File: config.mk
export PLATFORM = sky130hd
export DESIGN_NAME = port2_config_discharge_ctrl
export DESIGN_NICKNAME = d
export VERILOG_FILES = /design/src/include/port2_cfg_pkg.sv /design/src/core/discharge_timer.sv /design/src/core/port2_config_discharge_ctrl.sv
export SDC_FILE = /design/constraint.sdc
export NUM_CORES = 1
export LEC_CHECK = 0
export BUFFER_PORTS_ARGS = -buffer_cell sky130_fd_sc_hd__buf_2
export CAP_MARGIN = 20
export CORE_MARGIN = 3
export CORE_UTILIZATION = 35
export DETAILED_ROUTE_END_ITERATION = 8
export PLACE_DENSITY = 0.55
export REMOVE_ABC_BUFFERS = 1
export SYNTH_ARGS = -nofsm -noshare
export SYNTH_HDL_FRONTEND = slang
export SYNTH_HIERARCHICAL = 1
export SYNTH_SLANG_ARGS = --single-unit
File: constraint.sdc
create_clock -name sys_clk -period 2.4 [get_ports sys_clk]
set_input_delay 0.48 -clock sys_clk [delete_from_list [all_inputs] [get_ports sys_clk]]
set_output_delay 0.48 -clock sys_clk [all_outputs]
set_load 0.05 [all_outputs]
File: src/include/port2_cfg_pkg.sv
// Constants and types shared by the port-2 configuration block
package port2_cfg_pkg;
  localparam logic [7:0] CFG2_ADDR        = 8'h12;
  localparam logic [7:0] CFG2_RESET       = 8'h00;
  localparam logic [7:0] CFG2_IMPL_MASK   = 8'hb4;
  localparam int         BIT_ALERT_MASK   = 7;
  localparam int         BIT_MANUAL_DSCHG = 5;
  localparam int         BIT_SOFT_EN      = 4;
  localparam int         BIT_DSCHG_EN     = 2;
  localparam logic [7:0] RD_IDLE_VALUE    = 8'h00;

  localparam int CLK_HZ                = 25_000_000;
  localparam int DISCHARGE_STEP_MS     = 100;
  localparam int DISCHARGE_STEP_CYCLES = CLK_HZ / 1000 * DISCHARGE_STEP_MS;
  localparam int STEP_CNT_W            = 24;
  localparam int PORT_COUNT            = 2;
  localparam int SYNC_W                = 4;

  typedef enum logic [0:0] {
    DIS_IDLE = 1'b0,
    DIS_RUN  = 1'b1
  } dis_state_e;
endpackage

File: src/core/discharge_timer.sv
// Discharge duration timer for one port
`timescale 1ns/1ns
`default_nettype none
module discharge_timer
  import port2_cfg_pkg::*;
#(
  parameter int STEP_CYCLES = DISCHARGE_STEP_CYCLES
) (
  input  wire logic       sys_clk,      // Device clock
  input  wire logic       rst_n,        // Async reset, active low
  input  wire logic       start,        // Begin a discharge
  input  wire logic [1:0] durationSel,  // Steps of 100 ms minus one
  output var  logic       active        // Discharge in progress
);
  localparam logic [STEP_CNT_W-1:0] STEP_LAST =
    STEP_CNT_W'(STEP_CYCLES - 1);

  dis_state_e            state;
  logic [STEP_CNT_W-1:0] stepCnt;
  logic [1:0]            stepsLeft;
  wire                   stepDone = (stepCnt == '0);

  // A start during a running discharge is ignored, the first one counts
  always_ff @(posedge sys_clk or negedge rst_n) begin
    if (!rst_n) begin
      state     <= DIS_IDLE;
      stepCnt   <= '0;
      stepsLeft <= 2'h0;
    end else begin
      case (state)
        DIS_IDLE: begin
          if (start) begin
            state     <= DIS_RUN;
            stepCnt   <= STEP_LAST;
            stepsLeft <= durationSel;
          end
        end
        DIS_RUN: begin
          if (stepDone) begin
            if (stepsLeft == 2'h0) begin
              state <= DIS_IDLE;
            end else begin
              stepsLeft <= stepsLeft - 2'h1;
              stepCnt   <= STEP_LAST;
            end
          end else begin
            stepCnt <= stepCnt - 1'b1;
          end
        end
        default: state <= DIS_IDLE;
      endcase
    end
  end

  assign active = (state == DIS_RUN);

  logic [STEP_CNT_W+1:0] runLen;
  logic [1:0]            runSel;
  always_ff @(posedge sys_clk or negedge rst_n) begin
    if (!rst_n) begin
      runLen <= '0;
      runSel <= 2'h0;
    end else if (start && !active) begin
      runLen <= '0;
      runSel <= durationSel;
    end else if (active) begin
      runLen <= runLen + 1'b1;
    end
  end
endmodule // discharge_timer
`default_nettype wire

File: src/core/port2_config_discharge_ctrl.sv
// Port-2 configuration register with alert masking and discharge control
`timescale 1ns/1ns
`default_nettype none
module port2_config_discharge_ctrl
  import port2_cfg_pkg::*;
#(
  parameter int STEP_CYCLES = DISCHARGE_STEP_CYCLES
) (
  input  wire logic       sys_clk,                // Device clock, 25 MHz
  input  wire logic       rst_n,                  // Async reset, active low
  input  wire logic       regWrEn,                // Register write strobe
  input  wire logic       regRdEn,                // Register read strobe
  input  wire logic [7:0] regAddr,                // Register address
  input  wire logic [7:0] regWrData,              // Write data
  output var  logic [7:0] regRdData,              // Read data, next cycle
  input  wire logic       powerEnablePinP2,       // Port-2 enable pin
  input  wire logic       overvoltageFlagP2,      // Port-2 overvoltage
  input  wire logic       thermalShutdown,        // Thermal shutdown
  input  wire logic       otherEventP2,           // Any other port-2 event
  input  wire logic [1:0] autoDischargeTrig,      // Auto discharge, per port
  input  wire logic       manualDischargeWrP1,    // Port-1 request written 1
  input  wire logic [1:0] dischargeDurationSel,   // Shared duration code
  input  wire logic       loadDischargeReqP1,     // Port-1 load bit
  input  wire logic       loadDischargeReqP2,     // Port-2 load bit
  output var  logic       switchOnP2,             // Port-2 switch closed
  output var  logic [1:0] dischargeOn,            // Discharge circuit on
  output var  logic       loadDischargeWrAllowed, // Load bits writable
  output wire logic       alertOut2,              // Alert pin drive level
  output var  logic       alertOut2Oe             // Alert pin pulled low
);
  // Pin inputs: enable pin, overvoltage, thermal, other event
  logic [SYNC_W-1:0] syncA;
  logic [SYNC_W-1:0] syncB;
  always_ff @(posedge sys_clk or negedge rst_n) begin
    if (!rst_n) begin
      syncA <= '0;
      syncB <= '0;
    end else begin
      syncA <= {otherEventP2, thermalShutdown,
                overvoltageFlagP2, powerEnablePinP2};
      syncB <= syncA;
    end
  end

  wire pinEnS   = syncB[0];
  wire ovS      = syncB[1];
  wire tsdS     = syncB[2];
  wire otherS   = syncB[3];

  // Configuration register
  logic [7:0] cfgReg;
  wire alertMask       = cfgReg[BIT_ALERT_MASK];
  wire manualReqP2     = cfgReg[BIT_MANUAL_DSCHG];
  wire softPowerEnable = cfgReg[BIT_SOFT_EN];
  wire dischargeEnable = cfgReg[BIT_DSCHG_EN];

  wire cfgSel   = (regAddr == CFG2_ADDR);
  wire cfgWrite = regWrEn && cfgSel;
  wire cfgRead  = regRdEn && cfgSel;

  // Only the four implemented bits are stored
  wire [7:0] wrImpl = regWrData & CFG2_IMPL_MASK;
  // The request bit freezes while discharge is disabled
  wire       next_manualBit = dischargeEnable ?
    wrImpl[BIT_MANUAL_DSCHG] : manualReqP2;
  wire [7:0] next_cfg;
  assign next_cfg = {wrImpl[7:6], next_manualBit, wrImpl[4:0]};

  always_ff @(posedge sys_clk or negedge rst_n) begin
    if (!rst_n) begin
      cfgReg <= CFG2_RESET;
    end else if (cfgWrite) begin
      cfgReg <= next_cfg;
    end
  end

  always_ff @(posedge sys_clk or negedge rst_n) begin
    if (!rst_n) begin
      regRdData <= RD_IDLE_VALUE;
    end else if (cfgRead) begin
      regRdData <= cfgReg & CFG2_IMPL_MASK;
    end else begin
      regRdData <= RD_IDLE_VALUE;
    end
  end

  // Discharge starts
  wire manualStartP2 = cfgWrite && dischargeEnable &&
                       regWrData[BIT_MANUAL_DSCHG];
  wire manualStartP1 = manualDischargeWrP1 && dischargeEnable;
  wire [1:0] manualStart = {manualStartP2, manualStartP1};
  // Automatic discharges only start while enabled
  wire [1:0] autoStart = autoDischargeTrig &
                         {PORT_COUNT{dischargeEnable}};
  wire [1:0] timerStart = manualStart | autoStart;
  wire [1:0] timerActive;

  genvar p;
  generate
    for (p = 0; p < PORT_COUNT; p++) begin : g_port
      discharge_timer #(
        .STEP_CYCLES (STEP_CYCLES)
      ) u_timer (
        .sys_clk     (sys_clk),
        .rst_n       (rst_n),
        .start       (timerStart[p]),
        .durationSel (dischargeDurationSel),
        .active      (timerActive[p])
      );
    end
  endgenerate

  // Load-discharge bits act only while the auto discharge is disabled
  wire       next_loadAllowed = ~dischargeEnable;
  wire [1:0] loadReq = {loadDischargeReqP2, loadDischargeReqP1};
  wire [1:0] next_dischargeOn = timerActive |
    (loadReq & {PORT_COUNT{next_loadAllowed}});
  // A port-2 discharge overrides the enables so the bus is not fed while drained
  wire next_switchOn = (softPowerEnable | pinEnS) &
                       ~next_dischargeOn[1];
  wire next_alert = ovS | tsdS | (~alertMask & otherS);

  always_ff @(posedge sys_clk or negedge rst_n) begin
    if (!rst_n) begin
      dischargeOn            <= 2'h0;
      switchOnP2             <= 1'b0;
      alertOut2Oe            <= 1'b0;
      loadDischargeWrAllowed <= 1'b0;
    end else begin
      dischargeOn            <= next_dischargeOn;
      switchOnP2             <= next_switchOn;
      alertOut2Oe            <= next_alert;
      loadDischargeWrAllowed <= next_loadAllowed;
    end
  end

  // Open-drain alert only ever pulls low
  assign alertOut2 = 1'b0;
endmodule // port2_config_discharge_ctrl
`default_nettype wire

* Word level (Yosys, flattened, before mapping) *
Cells that the tools add are included.

word-level totals
  register bits = 79
  output and inout bits = 14
  input bits = 31
  logic and storage cells = 81

operators by class
  reduce and logical (&&, ||, !) cells = 14
  bitwise operators = 14
  muxes and demuxes = 25
  add/subtract/negate cells = 4
  eq/ne operators = 9

operators by type and width
  kind                   count
  $mux 24                6
  $pmux 24 s2            2
  $logic_not 24->1       2
  $sub 24x1->24 const B  2
  $mux 2                 6
  $ne 2x2->1 const B     6
  $eq 8x5->1 const B     1
  $mux 8                 1
  $pmux 2 s2             2
  $mux 1                 6
  $ne 3x3->1 const B     2
  $reduce_and 2->1       3
  $reduce_and 3->1       2
  $logic_and 1x1->1      5
  $not 1->1              5
  $and 2x2->2            2
  $logic_not 2->1        2
  $or 2x2->2             2
  $pmux 1 s2             2
  $sub 2x1->2 const B    2
  $or 1x1->1             3
  $and 1x1->1            2

* Longest topological paths before layout *
Gate-level depths: netlist (run 1).

  depth after elaboration = 7
  gate-level depth with buffers = 9
  depth with buffers taken out = 8

* Hierarchy *
Netlist (run 1), hierarchy kept.

modules (own cells, without submodules)
  module                       area an instance (µm²)  cells an instance  times used
  discharge_timer              1,727.9                 194                2
  port2_config_discharge_ctrl  767.0                   53                 1

* Least setup slack after synthesis (run 1) *
Ideal clock, no wire load.

  kind = in2reg
  start point = input port regAddr[5]
  end point = register g_port[1].u_timer.stepCnt[15]
  arrival time = 2.491 ns
  cell stages on the path = 9
  path slack = -0.168 ns
  required time = 2.323 ns
  buffers on the path = 1
  path through = nor4b_4 -> nand3_2 -> o21ai_0 -> or2_2 -> buf_2 -> nand3_2 -> or3_1 -> or3_1 -> a21oi_1

between the ends
  longest elaborated chain between the ends = 7

RTL lines
  what                               RTL line                           text
  start: declaration                 port2_config_discharge_ctrl.sv:13  input wire logic [7:0] regAddr,
  $eq 8x5->1                         port2_config_discharge_ctrl.sv:57  wire cfgSel = (regAddr == CFG2_ADDR);
  $logic_and 1x1->1                  port2_config_discharge_ctrl.sv:58  wire cfgWrite = regWrEn && cfgSel;
  $logic_and 1x1->1 (2 in series)    port2_config_discharge_ctrl.sv:88  wire manualStartP2 = cfgWrite && dischargeEnable &&
  $or 2x2->2                         port2_config_discharge_ctrl.sv:95  wire [1:0] timerStart = manualStart | autoStart;
  named net timerStart[1]            port2_config_discharge_ctrl.sv:95
  $ne 2x2->1 (no source line)        n/a
  $reduce_and 2->1 (no source line)  n/a
  end signal: assignment             discharge_timer.sv:47              stepCnt <= stepCnt - 1'b1;
  end: declaration                   discharge_timer.sv:19              logic [STEP_CNT_W-1:0] stepCnt;

The timed path passes the listed nets, and every way through them passes these cells.
A chain may end at the register's enable or synchronous reset.

* Worst setup path after layout (run 1) *
  start point = register g_port[1].u_timer.stepCnt[0]
  end point = register g_port[1].u_timer.stepCnt[11]

between the ends
  longest elaborated chain between the ends = 3

RTL lines
  what                                                      RTL line
  $sub 24x1->24 / $logic_not 24->1 (equally long branches)  discharge_timer.sv:47, discharge_timer.sv:21
  $mux 24 / $ne 3x3->1 (equally long branches)              n/a
  $pmux 24 s2 / $reduce_and 2->1 (equally long branches)    n/a

Parallel ways exist; a longest one is shown, timed or not.

==> results of run 1 <==
## final cells by class
class | count | area, µm²
clock inverters | 5 | 78.8
well taps | 143 | 179
flip-flops and latches | 75 | 1880
repair buffers | 66 | 410
multi-input cells | 331 | 2190
inverters | 18 | 67.6
fillers | 1170 | 6580
clock buffers | 10 | 229
## worst max path at each step
stage	depth (start not counted)	start	to
floorplan	8	regAddr[5]	g_port[1].u_timer/stepCnt[12]$_DFFE_PN0P_
global placement	9	regAddr[0]	g_port[1].u_timer/stepCnt[22]$_DFFE_PN0P_
detailed placement	10	regAddr[0]	g_port[1].u_timer/stepCnt[16]$_DFFE_PN0P_
CTS	7	g_port[0].u_timer/stepCnt[0]$_DFFE_PN0P_	g_port[0].u_timer/stepsLeft[1]$_DFFE_PN0P_
global route	7	g_port[0].u_timer/stepCnt[0]$_DFFE_PN0P_	g_port[0].u_timer/stepCnt[11]$_DFFE_PN0P_
finish	7	g_port[1].u_timer/stepCnt[0]$_DFFE_PN0P_	g_port[1].u_timer/stepCnt[11]$_DFFE_PN0P_
## placed cells by master, fill, tap and decap left out, drive strengths merged, types with 5 or more instances in the layout
cell type	netlist	layout
o31ai	12	12
buf	19	66
nand3	23	23
mux2	6	6
nor2	37	37
dfrtp	75	75
o22ai	6	6
or2	6	6
nand4	9	9
a31oi	6	6
and2	9	9
clkbuf	2	10
o21ai	24	24
nor4	12	12
a21oi	26	26
conb	1	5
or4	18	18
nand2	24	24
and3	12	12
xnor2	8	8
ha	6	6
nor3	18	18
a211oi	8	8
inv	18	18
or3	24	24
nand3b	6	6
## power groups by stage
stage                     Clock, mW  Sequential [mW]  Combinational [mW]
after floorplan                   0             1.91               0.838
after global placement            0             1.93                1.19
after detailed placement          0             1.94                1.23
after CTS                      1.44             1.92                1.23
after global routing           1.50             1.97                1.40
final                          1.40             1.92                1.22
## timing repair
item,CTS,global route
setup endpoints to repair,0,12
hold endpoints to repair,0,0
setup buffers,0,1
hold buffers,0,0
resized for setup,0,5
## cells by family after synthesis
group           after synthesis
simple gates                216
flops                        75
fa+ha+maj                     6
other cells                   1
compound gates               90
xor+xnor                      8
buf+inv                      39
mux                           6
## per-stage QoR
step	area (µm²)	instances	setup TNS, ns
finish	5030	648	0
global route	5030	648	0
CTS	5000	647	0
detailed placement	4700	632	-0.503
global placement	4700	632	-0.392
floorplan	4120	424	-0.454
## state kept, by name, indices dropped and copies added, names as in the netlist
signal and count:
alertOut2Oe 1, syncB 4, dischargeOn 2, syncA 4
g_port.u_timer/active 2, cfgReg 4, loadDischargeWrAllowed 1, switchOnP2 1
g_port.u_timer/stepCnt 48, regRdData 4, g_port.u_timer/stepsLeft 4
## routing by layer
layer | track usage | wire [µm] | vias to the layer above
li1 | - | - | 1753
met2 | 0.265 | 4910 | 41
met1 | 0.206 | 4600 | 1711
met3 | 0.0355 | 273 | 8
met4 | 0.0363 | 87 | 0
met5 | 0 | 0 | -
==> metrics, run 1 <==
crit path time final=2.24 ns; Max Slew Vio Count=0; Core ar.=11600 µm²; CP delay by family, top=simple AND/OR/NAND/NOR gates; Die Y=116 µm; number of global-route vias before repair=3514; Initial Util=0.364; Synth async-reset ratio=1.00; hpwl dp=7140 µm; CP max FO=12; Net Switching=1.56 mW; proportion of synthesized area in mux cells=0.0160; Reg power frac=0.422; Post-Route Utilization=0.433; antenna cell count=0; final setup margin=0.163 ns; Die ar.=13400 µm²; Rows=39; worst vdd ir=0.000404 V; Port-buffer cells=35; Final Hold Viols=0; Post-Syn Area=4220 µm²; chain of cells forming the critical path=inv_1, ha_1, and4b_1, and4_1, and2_2, or4_1, a21oi_1; Switching Share=0.343; WL final=9870 µm; I/O pin total=45; Clock Skews=0.00508 ns; critical path arrival=2.49 ns; largest net degree at the start of global routing=45; Crit. End Element=flip-flop; top-count cell post-synth=dfrtp_1; CP max stage cell=or4_1; Clock transition at path regs=0.06 ns; # clock sinks=75; adder-cell share of the synthesized area=0.0178; P per Cell Area=904 nW/µm²; Layout area overhead=19.1%; main combinational cell family by area after synthesis=simple AND/OR/NAND/NOR gates; min-delay worst type=input pin to asynchronous set/reset pin; WL/cell=15.2 µm; CTS tree=done; sequential area share after synthesis=0.444; XOR/XNOR Fraction of Synth Area=0.0166; Fmax=0.447 GHz; DR pass1 iterations=4; # Max-Cap Violations=0; Top FF cell, synth=dfrtp_1; Worst Max-Slew Pin Slew=0.580 ns; Nets=538; Startpoint Class=flip-flop; Fin Hold WS=0.139 ns; first-pass GRT wire length=17100 µm; GPL Wtd Cong=0.787; Comb power frac=0.269; simple-gate share of the synthesized area=0.325; CTS H-tree lvls=3; Worst EP required=2.65 ns; internal power=2.99 mW; ANT nets after route=0; Worst slew margin=0.614; Vias/cell=5.42; Synth Register Bits=75; synth cell count leaders=dfrtp_1 (75), nor2_1 (37), a21oi_1 (26); GR Overflow Total=0; layout cells sized above 1=0.230; total CTS buffers=9; pre-CTS setup slack=-0.104 ns; All-Layer GR Usage=0.157; post-synth top area cell=dfrtp_1; compound-cell area share of the yosys netlist=0.135; Worst-Skew Late Latency=0.33 ns; part of the cycle the worst path needs=0.932; worst r2r dst=g_port[1].u_timer/stepCnt[11]$_DFFE_PN0P_; first-iteration detailed-routing DRC count=188; worst path bufs/invs=1; drt drc=0; Die X=116 µm; clk root buf=clkbuf_16; r2r setup slk=0.16 ns; setup violators final=0; RSZ-0062 raised after global routing=no; CP Class=flip-flop to flip-flop; clock buffer depth=2; Clk network pwr share=0.308; Yosys warning total=6; via count=3513; status=completed; antenna violations before repair=0; synthesized instance count=441; total power=4.55 mW; Post-synth EDFFs=0; syn_area_per_cell=9.58 µm²; FF-to-FF Start=g_port[1].u_timer/stepCnt[0]$_DFFE_PN0P_; CP max stage delay=0.52 ns; worst-case reg-to-reg path depth=7; top cells by area, synth=dfrtp_1 (44%), or3_1 (3.6%), nor2_1 (3.3%); Yosys cell types=47; top cell type's share of synthesized area=0.444; P_leak=2.09 nW
Note: power is estimated with default switching activity, not from simulation.
==> run 2: changes to the inputs <==
--- a/config.mk
+++ b/config.mk
@@ -10,7 +10,7 @@
 export CORE_MARGIN = 3
 export CORE_UTILIZATION = 35
 export DETAILED_ROUTE_END_ITERATION = 8
-export PLACE_DENSITY = 0.55
+export PLACE_DENSITY_LB_ADDON = 0.05
 export REMOVE_ABC_BUFFERS = 1
 export SYNTH_ARGS = -nofsm -noshare
 export SYNTH_HDL_FRONTEND = slang
==> run 2 against run 1 <==
Compared with the run above:
- combinational power about the same
- die area unchanged
- non-clock buffer count decreased by 7
- design area decreased by 0.37%
- flip-flop and latch count unchanged
- hold slack got worse by 0.12 ns
- routed wire length increased by 2.2%
- largest cell class unchanged
- clock-buffer cell count increased by 1
- critical path depth unchanged
==> metrics, run 2 (same netlist as run 1, synthesis figures left out) <==
layout cells sized above 1=0.218; Largest register FFs=48; P per Cell Area=932 nW/µm²; final setup margin=0.132 ns; first-pass GRT wire length=17100 µm; # clock sinks=75; largest reg by FF count=g_port.u_timer/stepCnt; first-iteration detailed-routing DRC count=249; Post-CTS Setup Inserts=0; Placed Area=4660 µm²; Initial Util=0.364; CP max FO=12; Max Slew Vio Count=0; GPL Wtd Cong=0.754; Fmax=0.441 GHz; total power=4.67 mW; Die ar.=13400 µm²; Worst-Skew Late Latency=0.34 ns; Startpoint Class=flip-flop; Worst slew margin=0.606; Crit. End Element=flip-flop; Die X=116 µm; antenna cell count=0; Vias/cell=5.40; setup violators final=0; drt drc=0; WL final=10100 µm; crit path time final=2.27 ns; Clock transition at path regs=0.06 ns; Core ar.=11600 µm²; Die Y=116 µm; largest net degree at the start of global routing=59; hold-fix buffers at CTS=0; Layout area overhead=18.7%; final instance area=5010 µm²; status=completed; Clock Skews=0.00799 ns; Nets=531; via count=3467; Worst EP required=2.67 ns; GR Overflow Total=0; min-delay worst type=input pin to asynchronous set/reset pin; commonest cells after routing, fill and taps aside=dfrtp_1 (75), nor2_1 (37), buf_2 (34), a21oi_1 (26); filler instances=1146; P_leak=2.07 nW; hpwl dp=7120 µm; Final Hold Viols=0; clk root buf=clkbuf_16; r2r setup slk=0.13 ns; # Max-Cap Violations=0; antenna violations before repair=0; critical path arrival=2.54 ns; total CTS buffers=9; Rows=39; I/O pin total=45; Worst Max-Slew Pin Slew=0.589 ns; pre-CTS setup slack=-0.0832 ns; CTS H-tree lvls=3; CTS tree=done; DR pass1 iterations=4; WL/cell=15.7 µm; clock buffer depth=2; ANT nets after route=0; Port-buffer cells=35; CP Class=flip-flop to flip-flop; most common cell after layout, fill and taps aside=dfrtp_1; worst vdd ir=0.000431 V; number of global-route vias before repair=3439; All-Layer GR Usage=0.161; part of the cycle the worst path needs=0.945
==> run 2: report_power, final <==
group          internal [mW]  switching, mW
Sequential              1.54          0.385
Combinational          0.540          0.677
Clock                  0.973          0.556
Total                   3.05           1.62
==> run 2: cell type report <==
cell class | count | area (µm²) | share of cell area
inverter | 18 | 67.6 | 0.0135
timing repair buffer | 59 | 370 | 0.0739
clock buffer | 11 | 253 | 0.0504
multi-input combinational | 331 | 2180 | 0.436
tap | 143 | 179 | 0.0357
sequential | 75 | 1880 | 0.374
clock inverter | 5 | 82.6 | 0.0165
==> run 2: repair_timing <==
action,4_1_cts,5_1_grt
resized for setup,0,3
hold endpoints to repair,0,0
setup endpoints to repair,0,10
==> run 2: metrics by stage <==
stage               setup TNS, ns   util  instances  hold slack (ns)
CTS                             0  0.431        642           0.0177
finish                          0  0.432        642           0.0143
floorplan                  -0.454      -        424            0.184
global route            -0.000463  0.432        642           0.0221
detailed placement         -0.389  0.402        626            0.336
global placement           -0.249  0.402        626            0.335
==> run 2: worst paths after layout <==
check / start / endpoint / depth (start not counted)
hold / removal: rst_n / g_port[1].u_timer/stepCnt[3]$_DFFE_PN0P_ / 1
min in group sys_clk: otherEventP2 / syncA[3]$_DFF_PN0_ / 1
max in group asynchronous: rst_n / g_port[0].u_timer/stepCnt[9]$_DFFE_PN0P_ / 2
setup reg to reg: g_port[0].u_timer/stepCnt[0]$_DFFE_PN0P_ / g_port[0].u_timer/stepCnt[11]$_DFFE_PN0P_ / 7
hold reg to reg: syncA[1]$_DFF_PN0_ / syncB[1]$_DFF_PN0_ / 0
setup / recovery: g_port[0].u_timer/stepCnt[0]$_DFFE_PN0P_ / g_port[0].u_timer/stepCnt[11]$_DFFE_PN0P_ / 7
==> run 2: metal layers <==
metal  global-route usage  vias up  share of wire
met2                0.278       28           0.51
li1                     -     1738              -
met5                    0        -              0
met3               0.0418        8          0.023
met4               0.0402        0         0.0099
met1                0.199     1693           0.46
==> run 2: critical path, cell delays in order, from the launching register on <==
cell,delay (ns)
dfrtp_1,0.41
inv_1,0.10
ha_1,0.25
and4b_1,0.21
and4_1,0.24
and2_1,0.29
or4_1,0.54
a21oi_1,0.15
==> run 3: changes to the inputs <==
--- a/config.mk
+++ b/config.mk
@@ -8,7 +8,7 @@
 export BUFFER_PORTS_ARGS = -buffer_cell sky130_fd_sc_hd__buf_2
 export CAP_MARGIN = 20
 export CORE_MARGIN = 3
-export CORE_UTILIZATION = 35
+export CORE_UTILIZATION = 43
 export DETAILED_ROUTE_END_ITERATION = 8
 export PLACE_DENSITY_LB_ADDON = 0.05
 export REMOVE_ABC_BUFFERS = 1
==> run 3 against run 2 <==
Compared with the run above:
- clock skew rose by 0.0024 ns
- die area fell by 18%
- global-route usage rose by 2.1 points
- via count rose by 1.6%
- non-clock buffer count rose by 2
- maximum frequency rose by 1.8%
- hold slack improved by 0.097 ns
- largest cell class unchanged
- highest routed layer unchanged
==> metrics, run 3 (same netlist as run 1, synthesis figures left out) <==
status=completed; I/O pin total=45; largest net degree at the start of global routing=46; WL final=9610 µm; worst path bufs/invs=1; Max Slew Vio Count=0; DR pass1 iterations=4; CP Class=flip-flop to flip-flop; FF-to-FF Start=g_port[0].u_timer/stepCnt[0]$_DFFE_PN0P_; worst r2r dst=g_port[0].u_timer/stepCnt[11]$_DFFE_PN0P_; via count=3522; Layout area overhead=15.5%; largest reg by FF count=g_port.u_timer/stepCnt; drt drc=0; Nets=533; Fin Hold WS=0.112 ns; hold-fix buffers at CTS=0; # clock sinks=75; ANT nets after route=0; total CTS buffers=9; final setup margin=0.172 ns; most common cell after layout, fill and taps aside=dfrtp_1; Comb power frac=0.287; Clk network pwr share=0.261; CP max stage delay=0.54 ns; GR Overflow Total=0; final instance area=4880 µm²; layout cells sized above 1=0.214; crit path time final=2.23 ns; # Max-Cap Violations=0; Port-buffer cells=35; Final Hold Viols=0; RSZ-0062 raised after global routing=no; Placed Area=4650 µm²; WP depth=7; antenna violations before repair=0; Reg power frac=0.452; Crit. End Element=flip-flop; first-iteration detailed-routing DRC count=82; number of global-route vias before repair=3426; first-pass GRT wire length=16400 µm; Setup crit end=g_port[0].u_timer/stepCnt[11]$_DFFE_PN0P_; Worst Max-Slew Pin Slew=0.575 ns; crit path launch=g_port[0].u_timer/stepCnt[0]$_DFFE_PN0P_; worst vdd ir=0.000417 V; Worst slew margin=0.617; register area=1880 µm²; Worst-Skew Late Latency=0.35 ns; filler instances=934; Multi-input gate area=2170 µm²; CTS tree=done; critical path arrival=2.50 ns; Largest register FFs=48; chain of cells forming the critical path=inv_1, ha_1, and4b_1, and4_1, and2_1, or4_1, a21oi_1; part of the cycle the worst path needs=0.928; P_leak=2.02 nW; Rows=35; clock buffer depth=2; r2r setup slk=0.17 ns; Initial Util=0.451; Fmax=0.449 GHz; Net Switching=1.56 mW; pre-CTS setup slack=-0.0975 ns; Switching Share=0.366; Die Y=105 µm; Worst EP required=2.67 ns; post-cts resize count=0; CP delay by family, top=simple AND/OR/NAND/NOR gates; Post-CTS Setup Inserts=0; Startpoint Class=flip-flop; commonest cells after routing, fill and taps aside=dfrtp_1 (75), nor2_1 (37), buf_2 (34), buf_4 (27), a21oi_1 (26); Die ar.=11000 µm²; Clock transition at path regs=0.08 ns; internal power=2.70 mW; antenna cell count=0; setup violators final=0; CP max stage cell=or4_1; Clock Skews=0.0104 ns; CTS H-tree lvls=3; GPL Wtd Cong=0.795; All-Layer GR Usage=0.182; worst-case reg-to-reg path depth=7; min-delay worst type=input pin to asynchronous set/reset pin; Vias/cell=5.59; WL/cell=15.3 µm; hpwl dp=6840 µm; CP max FO=12; Die X=105 µm; clk root buf=clkbuf_8; Core ar.=9370 µm²; P per Cell Area=872 nW/µm²
## run 3: cell type report
| type | instances | share of cell area |
|---|---|---|
| Sequential cell | 75 | 0.385 |
| Multi-Input combinational cell | 331 | 0.445 |
| Tap cell | 129 | 0.0331 |
| Inverter | 18 | 0.0139 |
| Clock inverter | 5 | 0.0174 |
| Clock buffer | 11 | 0.0290 |
| Timing Repair Buffer | 61 | 0.0765 |
## run 3: worst min path at each step
| stage | startpoint | depth (start not counted) | endpoint |
|---|---|---|---|
| after floorplan | rst_n | 0 | alertOut2Oe$_DFF_PN0_ |
| after global placement | syncA[3]$_DFF_PN0_ | 0 | syncB[3]$_DFF_PN0_ |
| after detailed placement | syncA[3]$_DFF_PN0_ | 0 | syncB[3]$_DFF_PN0_ |
| after CTS | rst_n | 1 | regRdData[4]$_DFF_PN0_ |
| after global routing | rst_n | 1 | regRdData[4]$_DFF_PN0_ |
| final | rst_n | 1 | regRdData[4]$_DFF_PN0_ |
## run 3: power groups by stage
stage | Clock [mW] | Sequential, mW | Combinational, mW
finish | 1.11 | 1.92 | 1.22
global placement | 0 | 1.93 | 1.18
detailed placement | 0 | 1.94 | 1.22
CTS | 1.14 | 1.92 | 1.23
global route | 1.20 | 1.97 | 1.37
floorplan | 0 | 1.91 | 0.838
## run 3: layer usage
layer | track usage | part of all wire | wire length (µm) | vias to the layer above
li1 | - | - | - | 1740
met1 | 0.235 | 0.46 | 4450 | 1732
met2 | 0.308 | 0.50 | 4820 | 39
met3 | 0.0364 | 0.022 | 210 | 11
met4 | 0.0534 | 0.013 | 125 | 0
met5 | 0 | 0 | 0 | -
## run 3: per-stage QoR
step                      std cells  TNS, ns  total power [mW]  utilization
after global routing            630        0              4.54        0.520
final                           630        0              4.25        0.520
after global placement          614  -0.0857              3.11        0.496
after floorplan                 424   -0.454              2.75            -
after detailed placement        614   -0.545              3.16        0.496
after CTS                       630        0              4.29        0.520
